`src/rtl/wda_pkg.sv`:
```
// Package of register offsets, field layouts and helpers for the alarm-setting registers.
package wda_pkg;

  // ----------------------------------------------------------------
  // Register offsets on the four-bit register address.
  // ----------------------------------------------------------------
  localparam logic [3:0] WEEKLY_ALARM_HOUR_OFS     = 4'h9;  // Weekly alarm hour.
  localparam logic [3:0] WEEKLY_ALARM_WEEKDAYS_OFS = 4'hA;  // Weekly alarm weekday enables.
  localparam logic [3:0] DAILY_ALARM_MINUTE_OFS    = 4'hB;  // Daily alarm minute.
  localparam logic [3:0] DAILY_ALARM_HOUR_OFS      = 4'hC;  // Daily alarm hour.

  // ----------------------------------------------------------------
  // Field widths and positions.
  // ----------------------------------------------------------------
  localparam int HOUR_W     = 6;  // Hour field occupies bits 5 to 0.
  localparam int MINUTE_W   = 7;  // Minute field occupies bits 6 to 0.
  localparam int WEEKDAY_N  = 7;  // Number of weekday enable bits.
  localparam int WEEKDAY_W  = 3;  // Width of the weekday counter code.
  localparam int DATA_W     = 8;  // Register data width.
  localparam int HOUR_PM_BIT = 5; // Bit 5: PM flag in 12-hour mode, tens-20 bit in 24-hour mode.
  localparam int HOUR_TEN_BIT = 4; // Bit 4: tens-10 bit of the hour.

  // ----------------------------------------------------------------
  // Values after reset and after an oscillator stop, and read data of unmapped addresses.
  // ----------------------------------------------------------------
  localparam logic [HOUR_W-1:0]    HOUR_RESET     = 6'h00;
  localparam logic [MINUTE_W-1:0]  MINUTE_RESET   = 7'h00;
  localparam logic [WEEKDAY_N-1:0] WEEKDAYS_RESET = 7'h00;
  localparam logic [DATA_W-1:0]    RDATA_RESET    = 8'h00;
  localparam logic [DATA_W-1:0]    UNMAPPED_DATA  = 8'h00;

  // ----------------------------------------------------------------
  // Hour decoding shared by both alarm comparators.
  // ----------------------------------------------------------------

  // Turns a BCD hour field into a 0..23 hour count for either mode.
  function automatic logic [4:0] hour_to_24(input logic [HOUR_W-1:0] h, input logic mode_24);
    logic [4:0] units;
    logic [4:0] count;
    units = {1'b0, h[3:0]};
    count = 5'h00;
    if (mode_24)
    begin
      // Bit 5 weighs 20 and bit 4 weighs 10.
      count = units + (h[HOUR_PM_BIT] ? 5'h14 : 5'h00) + (h[HOUR_TEN_BIT] ? 5'h0A : 5'h00);
    end
    else
    begin
      // Hour 12 stands for hour zero; bit 5 adds the afternoon half.
      count = units + (h[HOUR_TEN_BIT] ? 5'h0A : 5'h00);
      if (count == 5'h0C)
      begin
        count = 5'h00;
      end
      count = count + (h[HOUR_PM_BIT] ? 5'h0C : 5'h00);
    end
    return count;
  endfunction : hour_to_24

endpackage : wda_pkg

```
`src/rtl/wda_alarm_regs.sv`:
```
// Weekly and daily alarm-setting registers with their two comparators.
`timescale 1ns/1ps

module wda_alarm_regs (
  // Clock and reset.
  input  wire logic                            clock,
  input  wire logic                            rst_n,
  // Register port from the serial link.
  input  wire logic [3:0]                      reg_addr,
  input  wire logic                            reg_wr,
  input  wire logic [wda_pkg::DATA_W-1:0]      reg_wdata,
  input  wire logic                            reg_rd,
  output logic      [wda_pkg::DATA_W-1:0]      reg_rdata,
  // Running time counters and mode.
  input  wire logic [wda_pkg::HOUR_W-1:0]      time_hour,
  input  wire logic [wda_pkg::MINUTE_W-1:0]    time_minute,
  input  wire logic [wda_pkg::WEEKDAY_W-1:0]   time_weekday,
  input  wire logic                            hour_24_mode,
  // Weekly alarm minute, held outside this block.
  input  wire logic [wda_pkg::MINUTE_W-1:0]    weekly_alarm_minute,
  // Oscillator-stop flag from the control logic.
  input  wire logic                            osc_stop_flag,
  // Alarm matches.
  output logic                                 weekly_match,
  output logic                                 daily_match
);

  // ----------------------------------------------------------------
  // Register storage.
  // ----------------------------------------------------------------

  // Only the defined bits are stored, so unused upper bits cannot hold ones.
  logic [wda_pkg::HOUR_W-1:0]    weekly_alarm_hour;          // Weekly alarm hour field.
  logic [wda_pkg::WEEKDAY_N-1:0] weekly_alarm_weekdays;      // Weekday enable bits.
  logic [wda_pkg::MINUTE_W-1:0]  daily_alarm_minute;         // Daily alarm minute field.
  logic [wda_pkg::HOUR_W-1:0]    daily_alarm_hour;           // Daily alarm hour field.
  logic [wda_pkg::HOUR_W-1:0]    next_weekly_alarm_hour;     // Next weekly hour.
  logic [wda_pkg::WEEKDAY_N-1:0] next_weekly_alarm_weekdays; // Next weekday enables.
  logic [wda_pkg::MINUTE_W-1:0]  next_daily_alarm_minute;    // Next daily minute.
  logic [wda_pkg::HOUR_W-1:0]    next_daily_alarm_hour;      // Next daily hour.
  logic                          osc_stop_seen;              // Delayed oscillator-stop flag.
  logic                          next_osc_stop_seen;         // Next delayed flag.
  logic                          osc_stop_rise;              // Flag has just become set.

  // Detects the moment the oscillator-stop flag becomes set.
  // The delayed copy resets low, which is the flag's idle level, so no false edge follows reset.
  // Only the edge clears the fields, so software can rewrite them while the flag still stands.
  assign osc_stop_rise      = osc_stop_flag && !osc_stop_seen;
  assign next_osc_stop_seen = osc_stop_flag;

  // Computes the next register contents from writes and the stop flag.
  always_comb
  begin
    next_weekly_alarm_hour     = weekly_alarm_hour;
    next_weekly_alarm_weekdays = weekly_alarm_weekdays;
    next_daily_alarm_minute    = daily_alarm_minute;
    next_daily_alarm_hour      = daily_alarm_hour;
    if (osc_stop_rise)
    begin
      // The contents are undefined after a stop; they are forced to a known value.
      next_weekly_alarm_hour     = wda_pkg::HOUR_RESET;
      next_weekly_alarm_weekdays = wda_pkg::WEEKDAYS_RESET;
      next_daily_alarm_minute    = wda_pkg::MINUTE_RESET;
      next_daily_alarm_hour      = wda_pkg::HOUR_RESET;
    end
    else if (reg_wr)
    begin
      // Upper bits of the write data are dropped on every register.
      unique case (reg_addr)
        wda_pkg::WEEKLY_ALARM_HOUR_OFS:
        begin
          next_weekly_alarm_hour = reg_wdata[wda_pkg::HOUR_W-1:0];
        end
        wda_pkg::WEEKLY_ALARM_WEEKDAYS_OFS:
        begin
          next_weekly_alarm_weekdays = reg_wdata[wda_pkg::WEEKDAY_N-1:0];
        end
        wda_pkg::DAILY_ALARM_MINUTE_OFS:
        begin
          next_daily_alarm_minute = reg_wdata[wda_pkg::MINUTE_W-1:0];
        end
        wda_pkg::DAILY_ALARM_HOUR_OFS:
        begin
          next_daily_alarm_hour = reg_wdata[wda_pkg::HOUR_W-1:0];
        end
        default:
        begin
          // Other addresses belong to other blocks.
          next_daily_alarm_hour = daily_alarm_hour;
        end
      endcase
    end
  end

  // Registers the alarm settings.
  always_ff @(posedge clock or negedge rst_n)
  begin
    if (!rst_n)
    begin
      weekly_alarm_hour     <= wda_pkg::HOUR_RESET;
      weekly_alarm_weekdays <= wda_pkg::WEEKDAYS_RESET;
      daily_alarm_minute    <= wda_pkg::MINUTE_RESET;
      daily_alarm_hour      <= wda_pkg::HOUR_RESET;
      osc_stop_seen         <= 1'b0;
    end
    else
    begin
      weekly_alarm_hour     <= next_weekly_alarm_hour;
      weekly_alarm_weekdays <= next_weekly_alarm_weekdays;
      daily_alarm_minute    <= next_daily_alarm_minute;
      daily_alarm_hour      <= next_daily_alarm_hour;
      osc_stop_seen         <= next_osc_stop_seen;
    end
  end

  // ----------------------------------------------------------------
  // Read path.
  // ----------------------------------------------------------------

  logic [wda_pkg::DATA_W-1:0] next_reg_rdata;  // Next read data.

  // Selects read data; unused upper bits are padded with zeros.
  always_comb
  begin
    next_reg_rdata = reg_rdata;
    if (reg_rd)
    begin
      unique case (reg_addr)
        wda_pkg::WEEKLY_ALARM_HOUR_OFS:
        begin
          next_reg_rdata = {2'h0, weekly_alarm_hour};
        end
        wda_pkg::WEEKLY_ALARM_WEEKDAYS_OFS:
        begin
          next_reg_rdata = {1'h0, weekly_alarm_weekdays};
        end
        wda_pkg::DAILY_ALARM_MINUTE_OFS:
        begin
          next_reg_rdata = {1'h0, daily_alarm_minute};
        end
        wda_pkg::DAILY_ALARM_HOUR_OFS:
        begin
          next_reg_rdata = {2'h0, daily_alarm_hour};
        end
        default:
        begin
          // Addresses outside this block read as zero here.
          next_reg_rdata = wda_pkg::UNMAPPED_DATA;
        end
      endcase
    end
  end

  // Registers the read data; it holds until the next read.
  always_ff @(posedge clock or negedge rst_n)
  begin
    if (!rst_n)
    begin
      reg_rdata <= wda_pkg::RDATA_RESET;
    end
    else
    begin
      reg_rdata <= next_reg_rdata;
    end
  end

  // ----------------------------------------------------------------
  // Alarm comparators.
  // ----------------------------------------------------------------

  // Both comparators map the stored hour and the running hour to one 0..23 count under the
  // same mode bit. In 12-hour mode the PM bit lifts the count into the afternoon half, and a
  // written 12 or 32 folds to hour zero of its half. In 24-hour mode the same bit weighs twenty.
  // An impossible stored hour folds to some count and may never match; software must avoid it.
  // The weekly minute is held outside this block and only compared here.
  logic weekday_enabled;  // Current weekday's enable bit is set.

  // Code 111 is no weekday and never matches; all-zero enables never match.
  always_comb
  begin
    weekday_enabled = 1'b0;
    if (time_weekday != 3'h7)
    begin
      weekday_enabled = weekly_alarm_weekdays[time_weekday];
    end
  end

  // Weekly alarm: hour, minute and weekday.
  wda_match u_weekly (
    .clock        (clock),
    .rst_n        (rst_n),
    .enable       (weekday_enabled),
    .alarm_hour   (weekly_alarm_hour),
    .alarm_minute (weekly_alarm_minute),
    .time_hour    (time_hour),
    .time_minute  (time_minute),
    .hour_24_mode (hour_24_mode),
    .match        (weekly_match)
  );

  // Daily alarm: hour and minute only.
  wda_match u_daily (
    .clock        (clock),
    .rst_n        (rst_n),
    .enable       (1'b1),
    .alarm_hour   (daily_alarm_hour),
    .alarm_minute (daily_alarm_minute),
    .time_hour    (time_hour),
    .time_minute  (time_minute),
    .hour_24_mode (hour_24_mode),
    .match        (daily_match)
  );
endmodule : wda_alarm_regs

```
`src/rtl/wda_match.sv`:
```
// One alarm comparator: hour and minute against the running time.
`timescale 1ns/1ps

module wda_match (
  // Clock and reset.
  input  wire logic                           clock,
  input  wire logic                           rst_n,
  // Qualifier from the caller, such as the weekday gate.
  input  wire logic                           enable,
  // Stored alarm time.
  input  wire logic [wda_pkg::HOUR_W-1:0]     alarm_hour,
  input  wire logic [wda_pkg::MINUTE_W-1:0]   alarm_minute,
  // Running time and hour mode.
  input  wire logic [wda_pkg::HOUR_W-1:0]     time_hour,
  input  wire logic [wda_pkg::MINUTE_W-1:0]   time_minute,
  input  wire logic                           hour_24_mode,
  // Registered match.
  output logic                                match
);

  logic next_match;  // Next value of the match flop.

  // Compares both hour fields after mapping to a common 0..23 count.
  always_comb
  begin
    next_match = enable
      && (wda_pkg::hour_to_24(alarm_hour, hour_24_mode)
          == wda_pkg::hour_to_24(time_hour, hour_24_mode))
      && (alarm_minute == time_minute);
  end

  // Registers the match.
  always_ff @(posedge clock or negedge rst_n)
  begin
    if (!rst_n)
    begin
      match <= 1'b0;
    end
    else
    begin
      match <= next_match;
    end
  end
endmodule : wda_match

```
`config.mk`:
```
export PLATFORM = sky130hd
export DESIGN_NAME = wda_alarm_regs
export DESIGN_NICKNAME = d
export VERILOG_FILES = /design/src/rtl/wda_pkg.sv /design/src/rtl/wda_alarm_regs.sv /design/src/rtl/wda_match.sv
export SDC_FILE = /design/constraint.sdc
export NUM_CORES = 1
export LEC_CHECK = 0
export BUFFER_PORTS_ARGS = -buffer_cell sky130_fd_sc_hd__buf_2
export CORE_UTILIZATION = 39
export DETAILED_ROUTE_END_ITERATION = 7
export GPL_TIMING_DRIVEN = 1
export HOLD_SLACK_MARGIN = 0.12
export SLEW_MARGIN = 30
export SYNTH_ARGS = -nofsm -noshare
export SYNTH_HDL_FRONTEND = slang
export SYNTH_SLANG_ARGS = --single-unit
export TNS_END_PERCENT = 30
```
`constraint.sdc`:
```
create_clock -name clock -period 4.1 [get_ports clock]
set_input_delay 0.41 -clock clock [delete_from_list [all_inputs] [get_ports clock]]
set_output_delay 0.41 -clock clock [all_outputs]
set_load 0.05 [all_outputs]
```
==> impl_results.rst <==
.. list-table::
   :header-rows: 1

   * - Metric
     - Value
   * - Type of the worst min-delay path
     - input port to async pin
   * - Quantity of gates resized following cts
     - 0
   * - Period minus WS final
     - 2.98 ns
   * - Area taken by multi-input logic gates
     - 0.00160 mm2
   * - Critical path's largest stage delay
     - 0.42 ns
   * - Worst-Margin Slew
     - just over 0.8 ns
   * - Die width
     - ~84 um
   * - Worst setup startpoint
     - weekly_alarm_hour[4]
   * - Count of distinct cell types in the synthesized netlist
     - 46
   * - Mapped cell area
     - 0.00265 mm2
   * - GPL Wtd Cong
     - 0.839
   * - Clock share of power
     - 0.442
   * - WL per Instance
     - 16.1 um
   * - FF-to-FF Start
     - weekly_alarm_hour[4]
   * - Synthesized netlist cell count
     - roughly 300
   * - Starting utilization of the core area
     - 0.410
   * - Clock tree from TritonCTS
     - built
   * - TritonCTS buffer count
     - 5
   * - Floorplan Core Area
     - 0.00646 mm2
   * - Fraction of layout instances using a drive strength above 1
     - 0.186
   * - Max Fanout on Critical Path
     - 5
   * - Core Rows
     - 29
   * - Total routing resource utilization after global routing
     - 0.203
   * - Dominant register cell in the synthesized netlist
     - sky130_fd_sc_hd__dfrtp_1
   * - Number of cells traversed by the worst register-to-register path
     - 10
   * - Most common cell after layout, fill and taps aside
     - sky130_fd_sc_hd__buf_2
   * - Final-stage net count
     - between 400 and 500
   * - Comb pwr share
     - 0.176
   * - Endpoints failing setup
     - 0
   * - FF+latch count, synth
     - 36
   * - Fin crit share
     - 0.728
   * - Reg area
     - 901 um2
   * - Max-slew violation total from the final report
     - 0
   * - Total vias in the final route
     - around 2300
   * - Mean area per synthesized cell
     - 8.79 um2
   * - Count of placed standard cells including taps
     - 413
   * - Sequential element share of the synthesized area
     - 0.340
   * - Ys async rst share
     - 1.00
   * - R2R setup slack
     - 1.12 ns
   * - Worst-Skew Late Latency
     - slightly below 0.3 ns
   * - Number of input and output port buffers inserted
     - 48
   * - Detailed-route wire length
     - about 6800 um
   * - Vias in the first global route
     - 2333
   * - Pleak
     - 1.38 nW
   * - Post-route clock skew
     - 0.00480 ns
   * - Power per Cell Area
     - 319 mW/mm2
   * - Fraction of post-synthesis cell area in the top cell type by area
     - 0.340
   * - Number of hold-slack violations in the final timing report
     - 0
   * - Timing-limited maximum frequency
     - 335 MHz
   * - Chain of cells forming the critical path
     - ha_1 > a31oi_1 > nand2_1 > o21a_1 > ha_1 > xnor2_1 > nand2_1 > a2111oi_0 > nand4_1 > a2111oi_2
   * - Remaining Overflow, GRT
     - 0
   * - Buffer type at the clock tree root
     - sky130_fd_sc_hd__clkbuf_8
   * - Max VDD drop
     - 0.189 mV
   * - Detailed-router iteration count before antenna repair
     - 5
   * - Sw Share
     - 0.250
   * - Synthesized Nets
     - around 360
   * - RSZ-0062 raised after global routing
     - false
   * - Count of boundary I/O pins
     - 51
   * - Final instance count without filler cells
     - 421
   * - Hold bufs inserted after CTS
     - 0
   * - Post-CTS repair timing setup buffer count
     - 0
   * - CP endpoint kind
     - register
   * - Most frequent cells in the layout
     - sky130_fd_sc_hd__buf_2, sky130_fd_sc_hd__nand2_1, sky130_fd_sc_hd__dfrtp_1
   * - Number of H-tree branching levels
     - 2
   * - Flop pwr share
     - 0.381
   * - Bufs on Longest Clock Path
     - 2
   * - Detail Placement HPWL
     - 5190 um
   * - Status
     - completed
   * - Worst Path Class, Setup
     - register to register
   * - Antenna violations before repair
     - 0
   * - CTS sink cnt
     - 36
   * - Antenna Violating Nets Remaining
     - 0
   * - Clock input transition at the sequential cells of the worst setup and hold paths
     - 0.07 ns
   * - Internal
     - 0.740 mW
   * - Die area
     - 0.00712 mm2
   * - Yosys warnings
     - 0
   * - Number of flops mapped to enable cells by yosys
     - 0
   * - Net Switching
     - 0.246 mW
   * - Total inserted antenna cells
     - 0
   * - Overall die height
     - 84.4 um
   * - Library cell occupying the most area in the post-synthesis netlist
     - sky130_fd_sc_hd__dfrtp_1
   * - Max-slew headroom
     - 0.446
   * - Post-route setup TNS
     - 0 ns
   * - Critical Path RT
     - 4.28 ns
   * - Top cells by area in the synthesized netlist
     - sky130_fd_sc_hd__dfrtp_1, sky130_fd_sc_hd__ha_1, sky130_fd_sc_hd__a21oi_1
   * - Iteration-0 DRC count of the detailed router
     - between 150 and 200
   * - # Max-Cap Violations
     - 0
   * - Data arrival, critical path
     - 3.16 ns
   * - Via count normalized by instance count
     - 5.56
   * - Pin count of the biggest net entering global routing
     - 37
   * - Number of fill cells
     - about 640
   * - Worst Setup Start Kind
     - register
   * - Residual DRC count
     - 0
   * - Global-route wire length before repair
     - roughly 12000 um
   * - Cell at the slowest stage of the critical path
     - sky130_fd_sc_hd__dfrtp_1
   * - Signed area change from the synthesized netlist to the final layout
     - 16.8%
power by group through the flow:
| stage | clock (mW) | combinational (mW) | sequential, mW |
|---|---|---|---|
| 3_3_place_gp | 0 | 0.170 | 0.383 |
| 2_1_floorplan | 0 | 0.114 | 0.380 |
| 4_1_cts | 0.441 | 0.174 | 0.376 |
| 6_report | 0.436 | 0.174 | 0.376 |
| 5_1_grt | 0.457 | 0.195 | 0.377 |
| 3_5_place_dp | 0 | 0.173 | 0.383 |
layout make-up:
cell class,count,share of cell area
multi-input cells,229,0.518
clock buffers,5,0.0223
repair buffers,50,0.0826
inverters,21,0.0255
clock inverters,3,0.0291
flip-flops and latches,36,0.291
well taps,77,0.0312
state kept, by name, indices dropped and copies added, names as in the netlist:
register / flops
u_daily.match: 1
osc_stop_seen: 1
daily_alarm_minute: 7
reg_rdata: 7
u_weekly.match: 1
weekly_alarm_weekdays: 7
daily_alarm_hour: 6
weekly_alarm_hour: 6
cells by family after synthesis:
kind of cell | after synthesis | synth area share
simple gates | 99 | 0.180
compound gates | 71 | 0.178
flops | 36 | 0.340
buf+inv | 36 | 0.0544
xor+xnor | 31 | 0.103
fa+ha+maj | 21 | 0.116
mux | 6 | 0.0274
other cells | 1 | 0.00142
metrics by stage:
step,worst slack [ns],hold WS [ns],total power [mW],area [um2],utilization
after detailed placement,0.892,0.522,0.556,2930,0.454
after CTS,1.12,0.240,0.991,3090,0.479
final,1.12,0.221,0.986,3090,0.479
after global placement,0.884,0.515,0.553,2930,0.454
after global routing,0.938,0.233,1.03,3090,0.479
after floorplan,1.20,0.114,0.494,2650,-
path summary, 6_finish.rpt:
| path | to |
|---|---|
| worst max-delay path | u_weekly.match |
| worst min-delay path | weekly_alarm_weekdays[3] |
| worst max register to register | u_weekly.match |
| worst min register to register | reg_rdata[2] |
| max in group asynchronous | u_weekly.match |
| min in group clock | osc_stop_seen |
worst max-delay path, delay by kind of cell, from the launching register on:
family	cells	cell delay, ns
AOI/OAI and AO/OA	4	1.26
xor gates and xnor gates	1	0.17
adders and majority gates	2	0.65
DFF	1	0.42
and+or+nand+nor	3	0.36
synth_stat cells, drive strengths merged (4+ instances only):
library cell / count
nor2b: 4
a222oi: 6
mux2i: 5
a21oi: 32
nor2: 9
nand2: 38
nand3: 32
fa: 6
ha: 15
dfrtp: 36
buf: 5
xnor2: 14
o22ai: 8
clkbuf: 10
xor2: 17
a21boi: 7
inv: 21
nand4: 4
metal layers:
metal,up-vias,part of all wire,routed length (um),track usage
met2,61,0.48,3290,0.333
li1,1149,-,-,-
met3,4,0.046,315,0.0305
met1,1127,0.46,3150,0.289
met5,-,0,0,0
met4,0,0.0047,32,0.0370
No activity file was read; power rests on OpenSTA's default activity.
